## config.mk

```make
export PLATFORM = sky130hd
export DESIGN_NAME = asc_ctrl
export DESIGN_NICKNAME = d
export VERILOG_FILES = /design/src/include/asc_pkg.sv /design/src/asc_next_chan.sv /design/src/asc_ctrl.sv
export SDC_FILE = /design/constraint.sdc
export NUM_CORES = 1
export LEC_CHECK = 0
export BUFFER_PORTS_ARGS = -buffer_cell sky130_fd_sc_hd__buf_2
export CORE_MARGIN = 4
export CORE_UTILIZATION = 46
export DETAILED_ROUTE_END_ITERATION = 12
export PLACE_DENSITY_LB_ADDON = 0.15
export SLEW_MARGIN = 25
export SYNTH_ARGS = -nofsm -noshare
export SYNTH_HDL_FRONTEND = slang
export SYNTH_SLANG_ARGS = --single-unit
```

## constraint.sdc

```tcl
create_clock -name clk_in -period 6.2 [get_ports clk_in]
set_input_delay 1.24 -clock clk_in [delete_from_list [all_inputs] [get_ports clk_in]]
set_output_delay 1.24 -clock clk_in [all_outputs]
set_load 0.005 [all_outputs]
```

## src/include/asc_pkg.sv

```systemverilog
// constants for the sequence A control block: register map, fields, timing
// assumes a 32-bit AXI4-Lite register bus and one system clock
package asc_pkg;
  // ----------------------------------------------------------------
  // register map
  // ----------------------------------------------------------------
  localparam logic [31:0] SEQ_A_CONTROL_ADDR = 32'h4001C008;
  localparam logic [31:0] SEQ_A_STATUS_ADDR  = 32'h4001C0FC;
  localparam logic [31:0] CONTROL_RESET      = 32'h00000000;
  localparam logic [31:0] WRITE_MASK_CTRL    = 32'hFDF00FFF;

  // ----------------------------------------------------------------
  // control fields
  // ----------------------------------------------------------------
  localparam int CHAN_COUNT   = 12;
  localparam int CHAN_LSB     = 0;
  localparam int SAMPLE_TIME_EXTENSION_LSB    = 20;
  localparam int SAMPLE_TIME_EXTENSION_W      = 5;
  localparam int LAUNCH_BIT   = 26;
  localparam int BURST_BIT    = 27;
  localparam int STEP_BIT     = 28;
  localparam int PRIO_BIT     = 29;
  localparam int MODE_BIT     = 30;
  localparam int ENABLE_BIT   = 31;

  // ----------------------------------------------------------------
  // status fields
  // ----------------------------------------------------------------
  localparam int ST_FLAG_BIT    = 0;
  localparam int ST_ACTIVE_BIT  = 1;
  localparam int ST_PREEMPT_BIT = 2;
  localparam int ST_CHAN_LSB    = 4;
  localparam int ST_PTR_LSB     = 8;

  // ----------------------------------------------------------------
  // timing, in half converter clock periods
  // ----------------------------------------------------------------
  localparam logic [9:0] SAMPLE_HALVES_DEFAULT = 10'h00D;
  localparam logic [9:0] HALVES_PER_EXTRA      = 10'h002;

  // ----------------------------------------------------------------
  // bus answers
  // ----------------------------------------------------------------
  localparam logic [1:0] RESP_OKAY   = 2'h0;
  localparam logic [1:0] RESP_SLVERR = 2'h2;
endpackage

```

## src/asc_next_chan.sv

```systemverilog
// finds the lowest enabled channel at or above a start index
// assumes the mask and index are stable within the cycle
`timescale 1ns/1ps
`default_nettype none
module asc_next_chan #(
  parameter int N = 12
) (
  input  wire logic [N-1:0] mask_in,
  input  wire logic [3:0]   from_in,
  output logic              found_out,
  output logic [3:0]        idx_out
);
  always_comb begin
    found_out = 1'b0;
    idx_out   = 4'h0;
    // scan downward so the lowest match is the last one kept
    for (int i = N - 1; i >= 0; i--) begin
      if (mask_in[i] && (4'(i) >= from_in)) begin
        found_out = 1'b1;
        idx_out   = 4'(i);
      end
    end
  end
endmodule
`default_nettype wire

```

## src/asc_ctrl.sv

```systemverilog
// sequence A control: register, sampling timer, burst, single step, priority
// assumes triggers and sequence B signals are synchronous to clk_in pulses
`timescale 1ns/1ps
`default_nettype none
module asc_ctrl #(
  parameter int HALF_CLKS       = 1,
  parameter int CONVERT_PERIODS = 12
) (
  input  wire logic        clk_in,
  input  wire logic        rst_in,
  input  wire logic [31:0] s_axi_awaddr_in,
  input  wire logic        s_axi_awvalid_in,
  output logic             s_axi_awready_out,
  input  wire logic [31:0] s_axi_wdata_in,
  input  wire logic [3:0]  s_axi_wstrb_in,
  input  wire logic        s_axi_wvalid_in,
  output logic             s_axi_wready_out,
  output logic [1:0]       s_axi_bresp_out,
  output logic             s_axi_bvalid_out,
  input  wire logic        s_axi_bready_in,
  input  wire logic [31:0] s_axi_araddr_in,
  input  wire logic        s_axi_arvalid_in,
  output logic             s_axi_arready_out,
  output logic [31:0]      s_axi_rdata_out,
  output logic [1:0]       s_axi_rresp_out,
  output logic             s_axi_rvalid_out,
  input  wire logic        s_axi_rready_in,
  input  wire logic        hw_trigger_a_in,
  input  wire logic        seq_b_trigger_in,
  input  wire logic        seq_b_enable_in,
  input  wire logic        seq_b_done_in,
  output logic             seq_b_start_out,
  output logic             adc_sample_out,
  output logic             adc_convert_out,
  output logic             adc_abort_out,
  output logic [3:0]       adc_channel_out,
  output logic             conv_done_out,
  output logic             seq_a_flag_out
);
  typedef enum logic [1:0] {ASC_IDLE, ASC_SAMPLE, ASC_CONVERT, ASC_WAIT_B} asc_state_t;

  // ----------------------------------------------------------------
  // control register fields
  // ----------------------------------------------------------------
  logic [11:0] chan_mask_reg;
  logic [4:0]  sample_time_extension_reg;
  logic        burst_reg;
  logic        step_one_channel_reg;
  logic        sequence_a_priority_reg;
  logic        mode_reg;
  logic        sequence_a_enable_reg;
  logic        launch_reg;

  // ----------------------------------------------------------------
  // bus slave state
  // ----------------------------------------------------------------
  logic        aw_ready_reg;
  logic        w_ready_reg;
  logic [31:0] aw_addr_reg;
  logic [31:0] w_data_reg;
  logic [3:0]  w_strb_reg;
  logic        bvalid_reg;
  logic [1:0]  bresp_reg;
  logic        ar_ready_reg;
  logic        rvalid_reg;
  logic [31:0] rdata_reg;
  logic [1:0]  rresp_reg;

  // ----------------------------------------------------------------
  // sequencer state
  // ----------------------------------------------------------------
  asc_state_t  state_reg;
  logic [9:0]  cnt_reg;
  logic [3:0]  chan_reg;
  logic [3:0]  ptr_reg;
  logic        b_busy_reg;
  logic        pend_a_reg;
  logic        sample_reg;
  logic        convert_reg;
  logic        abort_reg;
  logic        b_start_reg;
  logic        done_reg;
  logic        flag_reg;

  logic        do_write;
  logic [31:0] strb_mask;
  logic [31:0] ctrl_word;
  logic [31:0] ctrl_merged;
  logic [31:0] status_word;
  logic        flag_clear;
  logic        flag_set;
  logic        a_trig;
  logic        a_go;
  logic        b_req;
  logic        a_active;
  logic        ptr_found;
  logic [3:0]  ptr_idx;
  logic        first_found;
  logic [3:0]  first_idx;
  logic        next_found;
  logic [3:0]  next_idx;
  logic [3:0]  start_idx;
  logic        start_ok;
  logic [9:0]  sample_len;
  logic [9:0]  convert_len;

  assign do_write    = !aw_ready_reg && !w_ready_reg && !bvalid_reg;
  assign strb_mask   = {{8{w_strb_reg[3]}}, {8{w_strb_reg[2]}},
                        {8{w_strb_reg[1]}}, {8{w_strb_reg[0]}}};
  assign ctrl_word   = {sequence_a_enable_reg, mode_reg, sequence_a_priority_reg,
                        step_one_channel_reg, burst_reg, 1'b0, 1'b0,
                        sample_time_extension_reg, 8'h00, chan_mask_reg};
  assign ctrl_merged = (ctrl_word & ~strb_mask) | (w_data_reg & strb_mask);
  assign status_word = {20'h00000, ptr_reg, chan_reg, 1'b0,
                        (state_reg == ASC_WAIT_B), a_active, flag_reg};
  assign a_active    = (state_reg != ASC_IDLE);
  assign b_req       = seq_b_trigger_in && seq_b_enable_in;
  // burst owns the sequence, so no other A trigger is looked at
  assign a_trig      = sequence_a_enable_reg && !burst_reg
                       && (hw_trigger_a_in || launch_reg);
  assign a_go        = sequence_a_enable_reg && (a_trig || pend_a_reg || burst_reg);
  assign start_idx   = ptr_found ? ptr_idx : first_idx;
  assign start_ok    = ptr_found || first_found;
  assign sample_len  = 10'((asc_pkg::SAMPLE_HALVES_DEFAULT
                       + asc_pkg::HALVES_PER_EXTRA * 10'(sample_time_extension_reg))
                       * HALF_CLKS);
  assign convert_len = 10'(2 * CONVERT_PERIODS * HALF_CLKS);

  asc_next_chan #(.N(asc_pkg::CHAN_COUNT)) u_ptr (
    .mask_in   (chan_mask_reg),
    .from_in   (ptr_reg),
    .found_out (ptr_found),
    .idx_out   (ptr_idx)
  );
  asc_next_chan #(.N(asc_pkg::CHAN_COUNT)) u_first (
    .mask_in   (chan_mask_reg),
    .from_in   (4'h0),
    .found_out (first_found),
    .idx_out   (first_idx)
  );
  asc_next_chan #(.N(asc_pkg::CHAN_COUNT)) u_next (
    .mask_in   (chan_mask_reg),
    .from_in   (4'(chan_reg + 4'h1)),
    .found_out (next_found),
    .idx_out   (next_idx)
  );

  // ----------------------------------------------------------------
  // write channel
  // ----------------------------------------------------------------
  always_ff @(posedge clk_in or posedge rst_in) begin
    if (rst_in) begin
      aw_ready_reg <= 1'b1;
      w_ready_reg  <= 1'b1;
      aw_addr_reg  <= 32'h00000000;
      w_data_reg   <= 32'h00000000;
      w_strb_reg   <= 4'h0;
      bvalid_reg   <= 1'b0;
      bresp_reg    <= asc_pkg::RESP_OKAY;
    end else begin
      if (aw_ready_reg && s_axi_awvalid_in) begin
        aw_ready_reg <= 1'b0;
        aw_addr_reg  <= s_axi_awaddr_in;
      end
      if (w_ready_reg && s_axi_wvalid_in) begin
        w_ready_reg <= 1'b0;
        w_data_reg  <= s_axi_wdata_in;
        w_strb_reg  <= s_axi_wstrb_in;
      end
      if (do_write) begin
        bvalid_reg <= 1'b1;
        if (aw_addr_reg == asc_pkg::SEQ_A_CONTROL_ADDR
            || aw_addr_reg == asc_pkg::SEQ_A_STATUS_ADDR) begin
          bresp_reg <= asc_pkg::RESP_OKAY;
        end else begin
          bresp_reg <= asc_pkg::RESP_SLVERR;
        end
      end
      if (bvalid_reg && s_axi_bready_in) begin
        bvalid_reg   <= 1'b0;
        aw_ready_reg <= 1'b1;
        w_ready_reg  <= 1'b1;
      end
    end
  end

  // ----------------------------------------------------------------
  // control register
  // ----------------------------------------------------------------
  always_ff @(posedge clk_in or posedge rst_in) begin
    if (rst_in) begin
      chan_mask_reg             <= asc_pkg::CONTROL_RESET[asc_pkg::CHAN_LSB +: asc_pkg::CHAN_COUNT];
      sample_time_extension_reg <= asc_pkg::CONTROL_RESET[asc_pkg::SAMPLE_TIME_EXTENSION_LSB +: asc_pkg::SAMPLE_TIME_EXTENSION_W];
      burst_reg                 <= 1'b0;
      step_one_channel_reg      <= 1'b0;
      sequence_a_priority_reg   <= 1'b0;
      mode_reg                  <= 1'b0;
      sequence_a_enable_reg     <= 1'b0;
      launch_reg                <= 1'b0;
    end else begin
      // the launch bit is never stored, only turned into one pulse
      launch_reg <= do_write && aw_addr_reg == asc_pkg::SEQ_A_CONTROL_ADDR
                    && w_strb_reg[3] && w_data_reg[asc_pkg::LAUNCH_BIT];
      if (do_write && aw_addr_reg == asc_pkg::SEQ_A_CONTROL_ADDR) begin
        chan_mask_reg             <= ctrl_merged[asc_pkg::CHAN_LSB +: asc_pkg::CHAN_COUNT];
        sample_time_extension_reg <= ctrl_merged[asc_pkg::SAMPLE_TIME_EXTENSION_LSB +: asc_pkg::SAMPLE_TIME_EXTENSION_W];
        burst_reg                 <= ctrl_merged[asc_pkg::BURST_BIT];
        step_one_channel_reg      <= ctrl_merged[asc_pkg::STEP_BIT];
        sequence_a_priority_reg   <= ctrl_merged[asc_pkg::PRIO_BIT];
        mode_reg                  <= ctrl_merged[asc_pkg::MODE_BIT];
        sequence_a_enable_reg     <= ctrl_merged[asc_pkg::ENABLE_BIT];
      end
    end
  end

  // ----------------------------------------------------------------
  // read channel
  // ----------------------------------------------------------------
  always_ff @(posedge clk_in or posedge rst_in) begin
    if (rst_in) begin
      ar_ready_reg <= 1'b1;
      rvalid_reg   <= 1'b0;
      rdata_reg    <= 32'h00000000;
      rresp_reg    <= asc_pkg::RESP_OKAY;
    end else begin
      if (ar_ready_reg && s_axi_arvalid_in) begin
        ar_ready_reg <= 1'b0;
        rvalid_reg   <= 1'b1;
        rresp_reg    <= asc_pkg::RESP_OKAY;
        if (s_axi_araddr_in == asc_pkg::SEQ_A_CONTROL_ADDR) begin
          // reserved bit 25 and the launch bit read as zero
          rdata_reg <= ctrl_word & asc_pkg::WRITE_MASK_CTRL & ~(32'h1 << asc_pkg::LAUNCH_BIT);
        end else if (s_axi_araddr_in == asc_pkg::SEQ_A_STATUS_ADDR) begin
          rdata_reg <= status_word;
        end else begin
          rdata_reg <= 32'h00000000;
          rresp_reg <= asc_pkg::RESP_SLVERR;
        end
      end
      if (rvalid_reg && s_axi_rready_in) begin
        rvalid_reg   <= 1'b0;
        ar_ready_reg <= 1'b1;
      end
    end
  end

  // ----------------------------------------------------------------
  // sequencer
  // ----------------------------------------------------------------
  always_ff @(posedge clk_in or posedge rst_in) begin
    if (rst_in) begin
      state_reg   <= ASC_IDLE;
      cnt_reg     <= 10'h000;
      chan_reg    <= 4'h0;
      ptr_reg     <= 4'h0;
      b_busy_reg  <= 1'b0;
      pend_a_reg  <= 1'b0;
      sample_reg  <= 1'b0;
      convert_reg <= 1'b0;
      abort_reg   <= 1'b0;
      b_start_reg <= 1'b0;
      done_reg    <= 1'b0;
    end else begin
      abort_reg   <= 1'b0;
      b_start_reg <= 1'b0;
      done_reg    <= 1'b0;
      if (seq_b_done_in) begin
        b_busy_reg <= 1'b0;
      end
      case (state_reg)
        ASC_IDLE: begin
          if (b_req && !b_busy_reg) begin
            b_start_reg <= 1'b1;
            b_busy_reg  <= 1'b1;
            pend_a_reg  <= pend_a_reg || a_trig;
          end else if (a_go && start_ok && (!b_busy_reg || seq_b_done_in)) begin
            state_reg  <= ASC_SAMPLE;
            chan_reg   <= start_idx;
            cnt_reg    <= sample_len;
            sample_reg <= 1'b1;
            pend_a_reg <= 1'b0;
          end else if (a_trig) begin
            // an A trigger during a B sequence waits for B to finish
            pend_a_reg <= 1'b1;
          end
          if (!sequence_a_enable_reg) begin
            pend_a_reg <= 1'b0;
          end
        end
        ASC_SAMPLE, ASC_CONVERT: begin
          if (b_req && sequence_a_priority_reg && !b_busy_reg) begin
            // high priority: B takes over and the running conversion is dropped
            state_reg   <= ASC_WAIT_B;
            abort_reg   <= 1'b1;
            sample_reg  <= 1'b0;
            convert_reg <= 1'b0;
            b_start_reg <= 1'b1;
            b_busy_reg  <= 1'b1;
          end else if (cnt_reg > 10'h001) begin
            cnt_reg <= cnt_reg - 10'h001;
          end else if (state_reg == ASC_SAMPLE) begin
            state_reg   <= ASC_CONVERT;
            cnt_reg     <= convert_len;
            sample_reg  <= 1'b0;
            convert_reg <= 1'b1;
          end else begin
            done_reg    <= 1'b1;
            convert_reg <= 1'b0;
            ptr_reg     <= next_found ? next_idx : 4'h0;
            if (!sequence_a_enable_reg || step_one_channel_reg) begin
              state_reg <= ASC_IDLE;
            end else if (next_found) begin
              state_reg  <= ASC_SAMPLE;
              chan_reg   <= next_idx;
              cnt_reg    <= sample_len;
              sample_reg <= 1'b1;
            end else if (burst_reg && first_found) begin
              state_reg  <= ASC_SAMPLE;
              chan_reg   <= first_idx;
              cnt_reg    <= sample_len;
              sample_reg <= 1'b1;
            end else begin
              state_reg <= ASC_IDLE;
            end
          end
        end
        ASC_WAIT_B: begin
          if (seq_b_done_in) begin
            state_reg  <= ASC_SAMPLE;
            cnt_reg    <= sample_len;
            sample_reg <= 1'b1;
          end
        end
        default: begin
          state_reg <= ASC_IDLE;
        end
      endcase
    end
  end

  // ----------------------------------------------------------------
  // sequence A flag; a set in the clearing cycle wins
  // ----------------------------------------------------------------
  assign flag_clear = do_write && aw_addr_reg == asc_pkg::SEQ_A_STATUS_ADDR
                      && w_strb_reg[0] && w_data_reg[asc_pkg::ST_FLAG_BIT];
  assign flag_set   = state_reg == ASC_CONVERT && cnt_reg <= 10'h001
                      && !(b_req && sequence_a_priority_reg && !b_busy_reg)
                      && (!mode_reg || !next_found);

  always_ff @(posedge clk_in or posedge rst_in) begin
    if (rst_in) begin
      flag_reg <= 1'b0;
    end else if (flag_set) begin
      flag_reg <= 1'b1;
    end else if (flag_clear) begin
      flag_reg <= 1'b0;
    end
  end

  assign s_axi_awready_out = aw_ready_reg;
  assign s_axi_wready_out  = w_ready_reg;
  assign s_axi_bvalid_out  = bvalid_reg;
  assign s_axi_bresp_out   = bresp_reg;
  assign s_axi_arready_out = ar_ready_reg;
  assign s_axi_rvalid_out  = rvalid_reg;
  assign s_axi_rdata_out   = rdata_reg;
  assign s_axi_rresp_out   = rresp_reg;
  assign seq_b_start_out   = b_start_reg;
  assign adc_sample_out    = sample_reg;
  assign adc_convert_out   = convert_reg;
  assign adc_abort_out     = abort_reg;
  assign adc_channel_out   = chan_reg;
  assign conv_done_out     = done_reg;
  assign seq_a_flag_out    = flag_reg;

  // ----------------------------------------------------------------
  // checks
  // ----------------------------------------------------------------
  logic [9:0] samp_run_reg;
  always_ff @(posedge clk_in or posedge rst_in) begin
    if (rst_in) begin
      samp_run_reg <= 10'h000;
    end else begin
      samp_run_reg <= sample_reg ? 10'(samp_run_reg + 10'h001) : 10'h000;
    end
  end
endmodule
`default_nettype wire

```

[Yosys cells after proc, flatten, opt, wreduce, memory -nomap -nowiden]
Index checks and enable logic that the tools add are counted.
Word-level totals
  register bits: 160
  logic and storage cells: 321
Cells by class
  add/sub/neg operators: 3
  magnitude comparators: 26
  eq/ne operators: 22
  mux-type cells: 149
  bitwise gates (word level): 7
  reductions and logical operators: 83
Operators with widths (number)
  4-bit 2-to-1 mux: 46
  32-bit by 31-bit == test with 1-bit output, second input constant: 4
  10-bit 2-to-1 mux: 9
  1-bit 2-to-1 mux: 77
  32-bit bitwise AND: 2
  1-bit logical AND: 50
  3-bit by 4-bit >= comparator with 1-bit output, first input constant: 8
  4-bit >= comparator, first input constant: 8
  32-bit 2-to-1 mux: 1
  32-bit inverter: 1
  32-bit bitwise OR: 1
  10-bit one-hot mux with 3 select lines: 1
  2-bit 2-to-1 mux: 9
  1-bit by 4-bit >= comparator with 1-bit output, first input constant: 4
  2-bit by 4-bit >= comparator with 1-bit output, first input constant: 4
  2-bit != test, second input constant: 8
  2-bit nonzero test: 7
  12-bit 2-to-1 mux: 1
  6-bit AND reduction: 2
  10-bit by 1-bit > comparator with 1-bit output, second input constant: 1
  10-bit by 1-bit less-or-equal comparator with 1-bit output, second input constant: 1
  5-bit != test, second input constant: 2
  10-bit by 1-bit subtractor with 10-bit output, second input constant: 1
  1-bit logical NOT: 9
  other kinds (18): 33

[Longest topological paths before layout]
  word-level depth: 21
  gate-level depth with buffers: 11

[By module]
A second synthesis with hierarchy kept.
Unflattened totals
  cell total of the unflattened synthesis: 683
  area, all modules: 7405.9 um^2
Modules (own cells, without submodules)
  asc_ctrl: times used 1, cells an instance 518, area each 6249.7 um^2, seq. area each 3482.1 um^2
  asc_next_chan: times used 3, cells an instance 55, area each 385.4 um^2, seq. area each 0.0 um^2

[Worst setup path after synthesis]
OpenSTA, ideal clock, no wires.
  path kind: input to register
  start: in seq_b_done_in
  end: reg cnt_reg[2]
  arrival: 2.930 ns
  data required time: 6.096 ns
  path slack: 3.167 ns
  cell stages on the path: 8
  cell sequence: nand2b_1 -> o311a_1 -> nand3_1 -> a21oi_1 -> o311ai_2 -> and2_1 -> buf_2 -> o311ai_1
Between the ends
  word-level cells in the longest chain between the ends: 4
RTL lines
  from (decl): line asc_ctrl.sv:31  | input wire logic seq_b_done_in,
  1-bit logical OR: line asc_ctrl.sv:276  | end else if (a_go && start_ok && (!b_busy_reg || seq_b_done_in)) begin
  1-bit logical AND: line asc_ctrl.sv:276
  2-bit != test (no line)
  6-bit AND reduction (no line) (*)
  to (signal assigned): line asc_ctrl.sv:279  | cnt_reg <= sample_len;
  to (signal assigned): line asc_ctrl.sv:300  | cnt_reg <= cnt_reg - 10'h001;
  to (signal assigned): line asc_ctrl.sv:303  | cnt_reg <= convert_len;
  to (decl): line asc_ctrl.sv:73  | logic [9:0] cnt_reg;
Every way passes the cells marked *; elsewhere a longest branch is shown, timed or not.
A chain may end at the register's enable or synchronous reset.

[Worst setup path in the final report]
  start: reg chan_reg[0], in the netlist adc_channel_out[0]
  end: reg cnt_reg[1]
Between the ends
  word-level cells in the longest chain between the ends: 21
RTL lines
  from (decl): line asc_ctrl.sv:74  | logic [3:0] chan_reg;
  from (signal assigned): line asc_ctrl.sv:278  | chan_reg <= start_idx;
  from (signal assigned): line asc_ctrl.sv:314  | chan_reg <= next_idx;
  from (signal assigned): line asc_ctrl.sv:319  | chan_reg <= first_idx;
  4-bit by 1-bit adder with 4-bit output (*): line asc_ctrl.sv:143  | .from_in (4'(chan_reg + 4'h1)),
  4-bit >= comparator: line asc_next_chan.sv:18  | if (mask_in[i] && (4'(i) >= from_in)) begin
  1-bit logical AND: line asc_next_chan.sv:18
  1-bit 2-to-1 mux (11 in series): line asc_next_chan.sv:18
  1-bit 2-to-1 mux (*): line asc_next_chan.sv:18
  10-bit 2-to-1 mux: line asc_ctrl.sv:312  | end else if (next_found) begin
  10-bit 2-to-1 mux: line asc_ctrl.sv:310  | if (!sequence_a_enable_reg || step_one_channel_reg) begin
  10-bit 2-to-1 mux: line asc_ctrl.sv:301  | end else if (state_reg == ASC_SAMPLE) begin
  10-bit 2-to-1 mux: line asc_ctrl.sv:299  | end else if (cnt_reg > 10'h001) begin
  10-bit 2-to-1 mux: line asc_ctrl.sv:291  | if (b_req && sequence_a_priority_reg && !b_busy_reg) begin
  10-bit one-hot mux with 3 select lines: line asc_ctrl.sv:270  | case (state_reg)
Every way passes the cells marked *; elsewhere a longest branch is shown, timed or not. The select of a mux whose other input is x is not followed.

==> impl_metrics.py <==
metrics = {
    "hold_path": {
        "min_delay_path_depth": 2,
        "hold_class": "reg -> reg",
        "worstHoldStart": "s_axi_rdata_out[23]$_DFFE_PP0P_",
        "hold_end": "s_axi_rdata_out[23]$_DFFE_PP0P_",
    },
    "routing": {
        "number_of_vias_per_cell_after_detailed_routing": 5.572,
        "max_used_layer": "met4",
        "route.met2.wl_um": 9275,
        "wl_per_cell_um": 17.18,
        "detail_route.wirelength_um": 18210,
        "dr_total_vias": 5906,
        "ant_nets": 0,
        "wl_met3_um": 1107,
        "drt_pass1_iterations": 5,
        "drc_errors": 0,
        "met1_length_um": 7495,
        "first_iter_violations": 456,
    },
    "place": {
        "hpwl_um": 13460,
        "gp_congestion": 0.9282,
        "placement.io_buffers": 140,
    },
    "timing": {
        "finalClockSkew_ns": 0.01716,
        "slew_viol_final": 0,
        "worst_slew_margin_rel_pct": 45.25,
        "finalHoldViolCount": 0,
        "grt_setup_unrepaired": "no",
        "fmax_ghz": 0.2752,
        "final_min_period_over_clock_period_pct": 58.61,
        "max_slew.worst_pin.slew_ns": 0.8213,
        "setup_viol": 0,
        "setup-tns-final_ns": 0,
        "min_period_ns": 3.634,
    },
    "clock_tree": {
        "htreeDepth": 4,
        "cts_resized": 0,
        "clk_root_buffer_cell": "sky130_fd_sc_hd__clkbuf_16",
        "cts_inserted_buffers": 17,
        "clk-insertion-delay-late_ns": 0.43,
        "post-cts-setup-buffers": 0,
        "postCtsHoldBufs": 0,
        "clock_tree.buffer_depth": 2,
        "clock_slew_at_reported_path_ffs_ns": 0.06,
        "cts_sinks": 139,
        "cts_tree": "yes",
    },
    "worst_setup_path": {
        "critical_path_class": "reg -> reg",
        "worst-r2r-setup-slack_ns": 2.57,
        "critical_path_peak_fanout": 12,
        "crit_path_end_kind": "flop",
        "worstPathRequired_ns": 6.55,
        "worst_r2r_path_depth": 9,
        "timing.rr.start": "adc_channel_out[0]$_DFFE_PP0P_",
        "regToRegEndpoint": "cnt_reg[1]$_DFFE_PP0P_",
        "cp-start-kind": "flop",
        "worst_ep_arrival_time_ns": 3.98,
    },
    "floorplan": {
        "fp.dieW_um": 133.8,
        "floorplan.io_pins": 162,
        "start_util_pct": 47.38,
        "die-height_um": 133.8,
        "core_area_um2": 15370,
        "placementRows": 45,
        "die-area_um2": 17910,
    },
    "yosys": {
        "yosys.cell_types.count": 73,
        "ffs_w_async_s_r_synth_pct": 100.0,
        "syn-instance-count": 716,
        "syn_avg_cell_area_um2": 10.17,
        "synth_top_flop_cell": "sky130_fd_sc_hd__dfrtp_1",
        "synth.cell_area_um2": 7283,
        "synth_enable_flop_cells": 0,
        "part_of_the_yosys_area_used_for_sequential_elements_pct": 47.81,
        "synth_warnings": 0,
        "synth-seq-cells": 139,
    },
    "global_route": {
        "antenna_found_initial": 0,
        "track_usage_pct": 20.60,
        "pin_count_of_the_biggest_net_entering_global_routing": 87,
        "grt_overflow_total": 0,
        "grt_pass1_wl_um": 29610,
        "first_global_vias": 5964,
    },
    "finish": {
        "fraction_of_final_layout_cells_sized_beyond_drive_strength_1_pct": 32.51,
        "antenna_cells_inserted": 0,
        "flow.area_growth_from_synthesis_pct": 19.86,
        "finish.utilization_pct": 56.79,
        "nNetsFinal": 959,
        "num-fill-cells": 1352,
    },
    "outcome": {
        "outcome": "finished, final reports clean",
    },
    "pwr": {
        "power.static_leakage_nw": 4.039,
        "ir_worst_vdd_v": 0.0002790,
        "power.density_nw_per_um2": 309.7,
    },
    "flow_run": {
        "max_cap_violations": 0,
    },
}
-- routing by layer --
| layer | vias to the layer above | global-route usage (%) |
|---|---|---|
| met4 | 0 | 7.600 |
| li1 | 2808 | - |
| met2 | 202 | 35.46 |
| met1 | 2870 | 24.77 |
| met5 | - | 0 |
| met3 | 26 | 5.626 |
-- Yosys cell counts, drive strengths merged (4+ instances only) --
master / instances / area (µm²)
ha: 12 / 150.1
nor4b: 7 / 61.31
nor2b: 12 / 75.07
nand2: 70 / 262.8
and3: 6 / 37.54
mux2: 83 / 938.4
mux2i: 5 / 50.05
a21o: 6 / 45.04
buf: 23 / 147.6
xnor2: 4 / 35.03
nand3: 19 / 95.09
a31oi: 7 / 43.79
nand2b: 7 / 43.79
nor2: 32 / 120.1
o31ai: 13 / 97.59
a211oi: 4 / 30.03
a21boi: 5 / 37.54
dfrtp: 136 / 3403
inv: 30 / 112.6
or2: 5 / 31.28
or4: 5 / 45.04
a22oi: 15 / 112.6
a21oi: 29 / 145.1
o311ai: 5 / 58.81
o21ai: 54 / 270.3
nand4: 9 / 56.30
clkbuf: 30 / 112.6
and2: 11 / 71.32
nor4: 10 / 62.56
nor3: 16 / 85.08
-- worst max-delay path by stage --
stage | depth (start not counted) | from | end | slack, ns
finish | 9 | adc_channel_out[0]$_DFFE_PP0P_ | cnt_reg[1]$_DFFE_PP0P_ | 2.57
global route | 8 | adc_channel_out[1]$_DFFE_PP0P_ | cnt_reg[0]$_DFFE_PP0P_ | 2.30
floorplan | 1 | rst_in | asynchronous set/reset pin | 1.24
detailed placement | 8 | seq_b_done_in | cnt_reg[2]$_DFFE_PP0P_ | 2.67
CTS | 9 | adc_channel_out[0]$_DFFE_PP0P_ | cnt_reg[1]$_DFFE_PP0P_ | 2.66
global placement | 8 | seq_b_done_in | cnt_reg[2]$_DFFE_PP0P_ | 2.71
-- through the flow --
step	instance area [µm²]	hold WS [ns]	cells	worst slack [ns]	total power, mW
floorplan	7325	0.4708	727	1.240	1.498
global placement	8069	0.4663	1028	2.710	1.586
detailed placement	8074	0.4733	1028	2.673	1.621
CTS	8721	0.4867	1060	2.657	2.731
global route	8730	0.5084	1060	2.295	2.840
finish	8730	0.4827	1060	2.566	2.704
-- power by group --
group | total [mW] | switching, mW | internal (mW)
logic | 0.364 | 0.140 | 0.223
clock network | 1.10 | 0.387 | 0.718
registers | 1.23 | 0.111 | 1.12
total | 2.70 | 0.639 | 2.06
-- critical path, stage by stage, from the launching register on --
cell                       delay [ns]
sky130_fd_sc_hd__dfrtp_1         0.60
sky130_fd_sc_hd__inv_1           0.09
sky130_fd_sc_hd__ha_1            0.43
sky130_fd_sc_hd__a21oi_1         0.38
sky130_fd_sc_hd__o21ai_0         0.19
sky130_fd_sc_hd__o21ai_0         0.13
sky130_fd_sc_hd__nand4_1         0.38
sky130_fd_sc_hd__o311ai_2        0.66
sky130_fd_sc_hd__and2_1          0.48
sky130_fd_sc_hd__mux2i_1         0.23
-- cell usage in the layout (no fill, tap or decap), types with 9 or more instances in the layout --
master,instances
sky130_fd_sc_hd__nor3_1,15
sky130_fd_sc_hd__buf_2,140
sky130_fd_sc_hd__a22oi_1,15
sky130_fd_sc_hd__o31ai_1,13
sky130_fd_sc_hd__nor2b_1,12
sky130_fd_sc_hd__inv_1,29
sky130_fd_sc_hd__conb_1,12
sky130_fd_sc_hd__clkbuf_16,17
sky130_fd_sc_hd__nand3_1,19
sky130_fd_sc_hd__dfrtp_1,136
sky130_fd_sc_hd__nand4_1,9
sky130_fd_sc_hd__a21oi_1,29
sky130_fd_sc_hd__o21ai_0,48
sky130_fd_sc_hd__mux2_2,81
sky130_fd_sc_hd__nor2_1,32
sky130_fd_sc_hd__nand2_1,68
sky130_fd_sc_hd__ha_1,12
-- final cells by class --
type	count	area [µm²]	share of cell area, %
multi-input cells	505	3496	40.05
flip-flops and latches	139	3482	39.89
repair buffers	143	723.2	8.284
clock buffers	19	432.9	4.959
well taps	211	264.0	3.024
clock inverters	13	214.0	2.451
inverters	30	117.6	1.347
-- logic make-up after synthesis --
logic type / synth area share [%]
fa+ha+maj: 2.199
compound gates: 15.55
other cells: 0.05149
xor+xnor: 0.7215
mux: 13.57
flops: 47.81
simple gates: 14.98
buf+inv: 5.119
No activity file was read; power rests on OpenSTA's default activity.
